==> src/hdl/dpa_pkg.sv <==
package dpa_pkg;

	// grant and strobe levels, all active low
	localparam logic GRANT_IDLE      = 1'b1;
	localparam logic GRANT_ON        = 1'b0;
	localparam logic STROBE_IDLE     = 1'b1;

	// reset values of the internal state, active high except the synchroniser, which holds the active-low request
	localparam logic RST_GRANT       = 1'b0;
	localparam logic RST_DELAYED     = 1'b0;
	localparam logic RST_STROBE      = 1'b0;
	localparam logic RST_SYNC        = 1'b1;

	// lock watchdog: lock held under a grant past one refresh period
	localparam int   CLK_PERIOD_PS   = 4000;
	localparam int   LOCK_LIMIT_PS   = 15600000;
	localparam int   LOCK_LIMIT_CYC  = LOCK_LIMIT_PS / CLK_PERIOD_PS;
	localparam int   LOCK_CNT_W      = 12;
	localparam logic [LOCK_CNT_W-1:0] LOCK_LIMIT =
		LOCK_LIMIT_CYC[LOCK_CNT_W-1:0];
	localparam logic [LOCK_CNT_W-1:0] RST_LOCK_CNT = 12'h000;
	localparam logic [LOCK_CNT_W-1:0] LOCK_CNT_ONE = 12'h001;

	// rising-edge arbitration state
	typedef struct packed {
		logic                  first_grant;
		logic                  second_grant;
		logic                  refresh_grant;
		logic                  grant_delayed;
		logic                  rise_strobe;
		logic [LOCK_CNT_W-1:0] lock_cnt;
		logic                  lock_overrun;
	} dpa_rise_t;

	// falling-edge state: request synchroniser and late strobe
	typedef struct packed {
		logic sync1;
		logic sync2;
		logic sync3;
		logic second_request;
		logic fall_strobe;
	} dpa_fall_t;

endpackage
==> src/hdl/dpa_arbiter.sv <==
// Summary of operation
// First-port write starts the row strobe half a clock later than a read.
// First-port strobe ends half a clock after its request goes high.
// Refresh grant goes low when refresh requested and no port granted.
// Second-port request is synchronised on the falling clock edge.
// Asynchronous second-port request passes two flip-flops before use; the code also adds sync3 and a filtered second_request flop.
// Lock low keeps the granted port granted until lock returns high.
// Switch-to-first term hands over from second port, second grant dropping first.
// Switch-to-second term hands over from first port, first grant dropping first.
// First port asserts select together with request to access memory.
// All arbiter outputs are active low.
// Refresh grant drives the controller refresh mode input, forcing refresh.
// Delayed grant goes low one period after any grant goes low; the code follows the refresh grant only while refresh is still requested.
// Once the delayed grant is low, further port requests strobe immediately.
// Wait output holds off first port while memory is busy elsewhere.
// Switch-to-refresh true when refresh requested and granted port idle, unlocked.
// Second-port transfer acknowledge is produced outside the arbiter.
// First port newly granted on select and request, no refresh, second idle.
// Second-port row strobe is gated by the switch-to-first term.
// Refresh has highest priority; first port wins over second port.
// Last-served port stays granted while no other requester asks.
// At least one and a half clocks of precharge between different requesters.
// A port holds lock under grant no longer than one refresh period; the code keeps the grant and only flags LOCK_OVERRUN_N_OUT.
// Synchronous reset clears all grants and the delayed grant to high.
// Row strobe only for the granted port, never during refresh grant.
`timescale 1ns/10ps
`default_nettype none

module dpa_arbiter (
	// clock and resets
	input  wire logic MCLK_IN,
	input  wire logic NRST_IN,
	input  wire logic SYNC_RESET_N_IN,
	// first port, synchronous to the rising edge
	input  wire logic FIRST_PORT_REQUEST_N_IN,
	input  wire logic FIRST_PORT_SELECT_N_IN,
	input  wire logic FIRST_PORT_WRITE_N_IN,
	// second port, asynchronous, select already folded in
	input  wire logic SECOND_PORT_ASYNC_REQUEST_N_IN,
	// refresh request and shared lock, synchronous
	input  wire logic REFRESH_REQUEST_N_IN,
	input  wire logic LOCK_N_IN,
	// grants
	output logic      FIRST_PORT_GRANT_N_OUT,
	output logic      SECOND_PORT_GRANT_N_OUT,
	output logic      REFRESH_GRANT_N_OUT,
	output logic      GRANT_DELAYED_N_OUT,
	// controller strobe and port handshake
	output logic      ROW_STROBE_IN_N_OUT,
	output logic      FIRST_PORT_WAIT_N_OUT,
	// switch terms and status
	output logic      SWITCH_TO_FIRST_PORT_N_OUT,
	output logic      SWITCH_TO_SECOND_PORT_N_OUT,
	output logic      SWITCH_TO_REFRESH_N_OUT,
	output logic      SECOND_PORT_REQUEST_N_OUT,
	output logic      LOCK_OVERRUN_N_OUT
);

	dpa_pkg::dpa_rise_t rise;
	dpa_pkg::dpa_rise_t next_rise;
	dpa_pkg::dpa_fall_t fall;
	dpa_pkg::dpa_fall_t next_fall;

	// active-high views of the inputs
	logic req_a;
	logic sel_a;
	logic wr_a;
	logic req_b;
	logic ref_req;
	logic locked;
	logic access_a;

	// combinational arbitration terms
	logic to_first;
	logic to_second;
	logic to_refresh;
	logic strobe_a;
	logic strobe_b;
	logic strobe;
	logic start_a;
	logic cont_a;
	logic rf_to_a;
	logic b_to_a;
	logic hold_a;
	logic start_b;
	logic cont_b;
	logic a_to_b;
	logic rf_to_b;
	logic hold_b;
	logic start_rf;
	logic cont_rf;
	logic hold_rf;
	logic port_locked;

	assign req_a    = ~FIRST_PORT_REQUEST_N_IN;
	assign sel_a    = ~FIRST_PORT_SELECT_N_IN;
	assign wr_a     = ~FIRST_PORT_WRITE_N_IN;
	assign req_b    = fall.second_request;
	assign ref_req  = ~REFRESH_REQUEST_N_IN;
	assign locked   = ~LOCK_N_IN;
	assign access_a = req_a & sel_a;

	// hand-over terms, built from requests and lock only
	assign to_first  = access_a & ~req_b & ~locked;
	assign to_second = req_b & ~access_a & ~locked;

	// refresh takes over at the next rising edge
	always_comb begin
		to_refresh = 1'b0;
		if (ref_req & ~locked) begin
			to_refresh = (rise.first_grant & ~req_a) | (rise.second_grant & ~req_b);
		end
	end

	// first port row strobe: the rising-edge half starts reads at once,
	// the falling-edge half starts writes and stretches both past the request
	// reads open on the rising half; writes wait for the falling half,
	// and the falling half also carries both past the end of the request
	assign strobe_a = rise.first_grant & ((rise.rise_strobe & ~wr_a) | fall.fall_strobe);
	// second port strobe waits out the switch term so the grant can flip first
	assign strobe_b = rise.second_grant & rise.grant_delayed & req_b & ~to_first;
	assign strobe   = (strobe_a | strobe_b) & ~rise.refresh_grant;

	// first port grant terms
	always_comb begin
		start_a = access_a & ~rise.refresh_grant & ~ref_req & ~rise.second_grant;
		cont_a  = locked & rise.first_grant;
		rf_to_a = access_a & ~ref_req & rise.refresh_grant & ~rise.grant_delayed;
		b_to_a  = sel_a & to_first & rise.second_grant & ~ref_req & ~strobe;
		// a trailing strobe half keeps the grant so the hand-over cannot cut it
		hold_a  = (access_a & rise.first_grant) | (rise.first_grant & ~req_b & ~ref_req)
			| (rise.first_grant & fall.fall_strobe & ~ref_req);
	end

	// second port grant terms; first port wins any tie
	always_comb begin
		start_b = ~req_a & ~rise.first_grant & ~ref_req & ~rise.refresh_grant & req_b;
		cont_b  = locked & rise.second_grant;
		a_to_b  = to_second & rise.first_grant & ~ref_req & ~strobe;
		rf_to_b = ~req_a & ~ref_req & rise.refresh_grant & req_b & ~rise.grant_delayed;
		hold_b  = (req_b & rise.second_grant)
			| (rise.second_grant & ~req_a & ~ref_req)
			| (rise.second_grant & ~sel_a & ~ref_req);
	end

	// refresh grant terms
	always_comb begin
		start_rf    = ~rise.first_grant & ~rise.second_grant & ref_req;
		cont_rf     = rise.refresh_grant & ref_req;
		port_locked = (rise.first_grant | rise.second_grant) & locked;
		// the refresh cycle is held until the delayed grant has caught up,
		// which also spaces the next port grant for precharge
		hold_rf     = rise.refresh_grant & ~rise.grant_delayed;
	end

	// rising-edge state
	always_comb begin
		next_rise = rise;
		next_rise.first_grant   = start_a | cont_a | rf_to_a | b_to_a | hold_a;
		next_rise.second_grant  = start_b | cont_b | a_to_b | rf_to_b | hold_b;
		next_rise.refresh_grant = start_rf | cont_rf | (to_refresh & ~port_locked) | hold_rf;
		// delayed grant trails a port grant by one period, the refresh grant only while refresh is still requested, and drops on hand-over
		next_rise.grant_delayed = (rise.first_grant & ~to_second & ~to_refresh)
			| (rise.second_grant & ~to_first & ~to_refresh)
			| (rise.refresh_grant & ref_req);
		// access armed on the rising edge once the port is settled in;
		// only reads let it through to the strobe directly
		next_rise.rise_strobe = rise.first_grant & rise.grant_delayed & access_a
			& ~to_second & ~rise.refresh_grant;
		// lock watchdog, saturates at the limit
		if (port_locked) begin
			if (rise.lock_cnt != dpa_pkg::LOCK_LIMIT) begin
				next_rise.lock_cnt = rise.lock_cnt + dpa_pkg::LOCK_CNT_ONE;
			end
		end else begin
			next_rise.lock_cnt = dpa_pkg::RST_LOCK_CNT;
		end
		next_rise.lock_overrun = port_locked & (rise.lock_cnt == dpa_pkg::LOCK_LIMIT);
		if (!SYNC_RESET_N_IN) begin
			next_rise.first_grant   = dpa_pkg::RST_GRANT;
			next_rise.second_grant  = dpa_pkg::RST_GRANT;
			next_rise.refresh_grant = dpa_pkg::RST_GRANT;
			next_rise.grant_delayed = dpa_pkg::RST_DELAYED;
			next_rise.rise_strobe   = dpa_pkg::RST_STROBE;
			next_rise.lock_cnt      = dpa_pkg::RST_LOCK_CNT;
			next_rise.lock_overrun  = 1'b0;
		end
	end

	always_ff @(posedge MCLK_IN or negedge NRST_IN) begin
		if (!NRST_IN) begin
			rise.first_grant   <= dpa_pkg::RST_GRANT;
			rise.second_grant  <= dpa_pkg::RST_GRANT;
			rise.refresh_grant <= dpa_pkg::RST_GRANT;
			rise.grant_delayed <= dpa_pkg::RST_DELAYED;
			rise.rise_strobe   <= dpa_pkg::RST_STROBE;
			rise.lock_cnt      <= dpa_pkg::RST_LOCK_CNT;
			rise.lock_overrun  <= 1'b0;
		end else begin
			rise <= next_rise;
		end
	end

	// falling-edge state: the request lands half a period earlier than a
	// rising-edge synchroniser would give, trading margin for latency
	always_comb begin
		next_fall = fall;
		next_fall.sync1 = SECOND_PORT_ASYNC_REQUEST_N_IN;
		next_fall.sync2 = fall.sync1;
		next_fall.sync3 = fall.sync2;
		if (fall.sync2 == fall.sync3) begin
			next_fall.second_request = ~fall.sync3;
		end
		// late half: covers writes and the half period after the request ends
		// follows the armed rising half, so it never opens before a read
		// and it drops half a period after the request is seen high
		next_fall.fall_strobe = rise.first_grant & rise.rise_strobe;
		if (!SYNC_RESET_N_IN) begin
			next_fall.fall_strobe = dpa_pkg::RST_STROBE;
		end
	end

	always_ff @(negedge MCLK_IN or negedge NRST_IN) begin
		if (!NRST_IN) begin
			fall.sync1          <= dpa_pkg::RST_SYNC;
			fall.sync2          <= dpa_pkg::RST_SYNC;
			fall.sync3          <= dpa_pkg::RST_SYNC;
			fall.second_request <= 1'b0;
			fall.fall_strobe    <= dpa_pkg::RST_STROBE;
		end else begin
			fall <= next_fall;
		end
	end

	// outputs, every one active low
	always_comb begin
		FIRST_PORT_GRANT_N_OUT      = ~rise.first_grant;
		SECOND_PORT_GRANT_N_OUT     = ~rise.second_grant;
		REFRESH_GRANT_N_OUT         = ~rise.refresh_grant;
		GRANT_DELAYED_N_OUT         = ~rise.grant_delayed;
		ROW_STROBE_IN_N_OUT         = ~strobe;
		SWITCH_TO_FIRST_PORT_N_OUT  = ~to_first;
		SWITCH_TO_SECOND_PORT_N_OUT = ~to_second;
		SWITCH_TO_REFRESH_N_OUT     = ~to_refresh;
		SECOND_PORT_REQUEST_N_OUT   = ~fall.second_request;
		LOCK_OVERRUN_N_OUT          = ~rise.lock_overrun;
		// wait while the first port asks but is not settled in its grant
		FIRST_PORT_WAIT_N_OUT = ~(access_a & ~(rise.first_grant & rise.grant_delayed));
	end

endmodule

`default_nettype wire

==> config.mk <==
export PLATFORM = sky130hd
export DESIGN_NAME = dpa_arbiter
export DESIGN_NICKNAME = d
export VERILOG_FILES = /design/src/hdl/dpa_pkg.sv /design/src/hdl/dpa_arbiter.sv
export SDC_FILE = /design/constraint.sdc
export NUM_CORES = 1
export LEC_CHECK = 0
export CAP_MARGIN = 20
export CORE_MARGIN = 2
export CORE_UTILIZATION = 45
export CTS_CLUSTER_SIZE = 8
export DETAILED_ROUTE_END_ITERATION = 8
export DONT_BUFFER_PORTS = 1
export HOLD_SLACK_MARGIN = 0.05
export PLACE_DENSITY = 0.58
export SLEW_MARGIN = 20
export SYNTH_ARGS = -nofsm -noshare
export SYNTH_HDL_FRONTEND = slang
export SYNTH_SLANG_ARGS = --single-unit
==> constraint.sdc <==
create_clock -name MCLK_IN -period 3.85 [get_ports MCLK_IN]
set_input_delay 0.385 -clock MCLK_IN [delete_from_list [all_inputs] [get_ports MCLK_IN]]
set_output_delay 0.385 -clock MCLK_IN [all_outputs]
set_load 0.005 [all_outputs]
==> flow_summary.rst <==
.. list-table::
   :header-rows: 1

   * - Metric
     - Value
   * - Origin of the worst setup path
     - req_b
   * - EDFF count, synth
     - 0
   * - Final standard cell area without fillers
     - 0.00132 mm²
   * - Post-route non-filler standard cell count
     - ~160
   * - CP max stage cell
     - or4b_1
   * - Count of cell types in the netlist
     - 42
   * - Buf/Inv on CP
     - 0
   * - Clock skew after layout
     - between 0.06 and 0.07 ns
   * - Power share of the combinational group
     - 0.079
   * - # placed instances
     - 157
   * - Switching share of power
     - 0.260
   * - DP Worst Slack
     - 0.496 ns
   * - Cts bufs inserted
     - 3
   * - Origin of the worst min-delay path
     - SYNC_RESET_N_IN
   * - Part of the power in registers
     - 0.625
   * - GRT Resource Usage Total
     - 0.175
   * - Worst setup EP type
     - primary output
   * - Post-synthesis to final-layout area growth
     - 4.68%
   * - Setup slack of the worst register-to-register path
     - around 0.47 ns
   * - Setup slack after layout
     - roughly 0.26 ns
   * - Grt ovf
     - 0
   * - Wire length of the first global-routing pass
     - 4470 µm
   * - CTS tree
     - done
   * - Dpl hpwl
     - approximately 1800 µm
   * - Antenna-violating nets left
     - 0
   * - Hold crit path type
     - primary input to flop
   * - Number of synthesis warnings
     - 0
   * - DRC Markers
     - 0
   * - Total Routed Length
     - 2610 µm
   * - Library cell used as clock root buffer
     - clkbuf_4
   * - Vias after detailed routing
     - 975
   * - Unrepaired setup endpoints after global routing
     - false
   * - Worst Path Required
     - 3.46 ns
   * - Commonest cells after routing, fill and taps aside
     - dfrtp_1 (18), inv_1 (12), nand2_1 (12), nor2_1 (11), o21ai_0 (7)
   * - Least-Margin Pin Slew
     - 0.860 ns
   * - Number of cells produced by synthesis
     - 130
   * - Async set-or-reset flop fraction in the synthesized netlist
     - 1.00
   * - Clock tree buffer depth
     - 2
   * - Psw
     - 108 µW
   * - Pwr Total
     - 415 µW
   * - Placement-stage cell area
     - 0.00127 mm²
   * - Placeable core region
     - 0.00271 mm²
   * - Row cnt
     - 19
   * - Final weighted congestion of routability-driven global placement
     - between 0.8 and 0.9
   * - Hold slack
     - around 0.19 ns
   * - Primary FF master, synth
     - dfrtp_1
   * - Worst EP arrival
     - 3.21 ns
   * - Status
     - finished, final reports clean
   * - Pins Over Slew Limit
     - 0
   * - Flip-flop and latch count after synthesis
     - 23
   * - Crit path launch type
     - flop
   * - PwrDens
     - 315 mW/mm²
   * - CTS resizes
     - 0
   * - Category of the critical setup timing path
     - flop to primary output
   * - Most common cell after layout, fill and taps aside
     - dfrtp_1
   * - Top cell family by delay on the critical path
     - simple AND/OR/NAND/NOR gates
   * - Static leakage power
     - between 0.5 and 0.6 nW
   * - Fillers
     - 264
   * - Share of final-layout standard cells stronger than drive strength 1
     - 0.0977
   * - Final setup TNS
     - 0 ns
   * - Internal power
     - 307 µW
   * - Slowest cell delay on critical path
     - about 0.57 ns
   * - Top Ports
     - 20
   * - Die Ht
     - 56.8 µm
   * - Hold violation count in the final report
     - 0
   * - Clock power share
     - 0.296
   * - Detailed-route vias per instance
     - 5.95
   * - Number of iterations in the first detailed-routing pass
     - 4
   * - Portion of the post-synthesis area used by sequential elements
     - 0.461
   * - Antenna violations before repair
     - 0
   * - CTS sink cnt
     - 23
   * - Initial core utilization
     - 0.464
   * - H-tree Lvls
     - 1
   * - Clock transition time at the flip-flop clock pins of the worst setup and hold paths
     - roughly 0.12 ns
   * - Starting DRC count in detailed routing
     - 44
   * - Vias in the first global route
     - approximately 960
   * - Mean routed wirelength per cell
     - between 15 and 20 µm
   * - Count of nets after finishing
     - 145
   * - Sequence of cells on the critical path
     - or4b_1
   * - Worst R2R Start
     - req_b
   * - Post-synthesis area per instance
     - 9.66 µm²
   * - # setup viols final
     - 0
   * - Synthesized netlist net count
     - 141
   * - Core Util, Final
     - 0.485
   * - Worst supply voltage drop on vdd
     - 280 µV
   * - Maximum number of pins on one net before global-route repair
     - 19
   * - CP Max Fanout
     - 7
   * - Quantity of I/O buffers inserted on ports
     - 0
   * - Max-capacitance violation count
     - 0
   * - Clock latency at the later pin of the worst-skew pair
     - around 0.36 ns
   * - Total Die Area
     - 0.00323 mm²
   * - Max transition margin
     - 0.425
   * - Die X-Extent
     - around 57 µm
   * - Setup Fix Bufs, Post-CTS
     - 0
   * - Area of the mapped netlist
     - about 0.0013 mm²
   * - Total inserted antenna cells
     - 0
[layer usage]
layer	track usage	vias to the layer above	wire length, µm	part of all wire
li1	-	474	-	-
met2	0.261	15	1200	0.46
met1	0.264	484	1290	0.50
met4	0.0399	0	17	0.0065
met3	0.0300	2	100	0.038
met5	0	-	0	0
[cells in the mapped netlist (2+ instances only)]
| library cell | instances | area (µm²) |
|---|---|---|
| or4_1 | 2 | 15.0 |
| nand3_1 | 6 | 30.0 |
| a21o_1 | 2 | 15.0 |
| a21boi_0 | 2 | 15.0 |
| nor4_1 | 2 | 12.5 |
| o311ai_0 | 2 | 17.5 |
| dfstp_2 | 3 | 78.8 |
| o21ai_0 | 7 | 35.0 |
| nor3_1 | 2 | 10.0 |
| o211ai_1 | 3 | 22.5 |
| xnor2_1 | 3 | 26.3 |
| or4b_1 | 2 | 20.0 |
| xor2_1 | 3 | 26.3 |
| dfrtp_1 | 18 | 450 |
| nand2b_1 | 4 | 25.0 |
| and3_1 | 2 | 12.5 |
| o21a_1 | 2 | 15.0 |
| inv_1 | 10 | 37.5 |
| nor2_1 | 11 | 41.3 |
| a21oi_1 | 4 | 20.0 |
| nand4_1 | 4 | 25.0 |
| ha_1 | 2 | 25.0 |
| a31o_2 | 2 | 17.5 |
| buf_4 | 2 | 15.0 |
| dfrtn_1 | 2 | 50.1 |
| nand2_1 | 12 | 45.0 |
[area by class of cell]
| cell class | instances | area, µm² | share of cell area |
|---|---|---|---|
| well taps | 31 | 38.8 | 0.0295 |
| multi-input cells | 93 | 616 | 0.468 |
| flip-flops and latches | 23 | 579 | 0.441 |
| clock inverters | 3 | 11.3 | 0.00856 |
| repair buffers | 1 | 10.0 | 0.00761 |
| clock buffers | 4 | 26.3 | 0.0200 |
| inverters | 9 | 33.8 | 0.0257 |
[path summary, 6_finish.rpt]
kind / endpoint / cells after the start
min: rise[15] / 1
max: SWITCH_TO_FIRST_PORT_N_OUT / 1
min reg2reg: fall[3] / 0
min in group asynchronous: rise[0] / 1
max in group asynchronous: fall[3] / 0
max reg2reg: rise[14] / 4
[cell families (layout without fill, tap and decap cells)]
family	Yosys count	in the layout	share of synthesized area
mux	1	1	0.00797
flops	23	23	0.461
compound gates	28	28	0.151
simple gates	56	56	0.269
buf+inv	14	17	0.0488
xor+xnor	6	6	0.0418
fa+ha+maj	2	2	0.0199
[power by group through the flow]
stage | combinational, mW | clock, mW | sequential, mW
finish | 0.0326 | 0.123 | 0.259
global route | 0.0371 | 0.146 | 0.261
CTS | 0.0332 | 0.128 | 0.259
detailed placement | 0.0282 | 0.00648 | 0.264
global placement | 0.0280 | 0.00648 | 0.264
floorplan | 0.0295 | 0.00648 | 0.257
[timing repair]
item	4_1_cts	5_1_grt
hold endpoints to repair	18	0
hold buffers	1	0
setup endpoints to repair	0	0
[sequential cells by signal (all words and copies together) (netlist names)]
signal / cells
req_b: 1
fall: 4
rise: 18
Power figures use the tool's default switching activity.
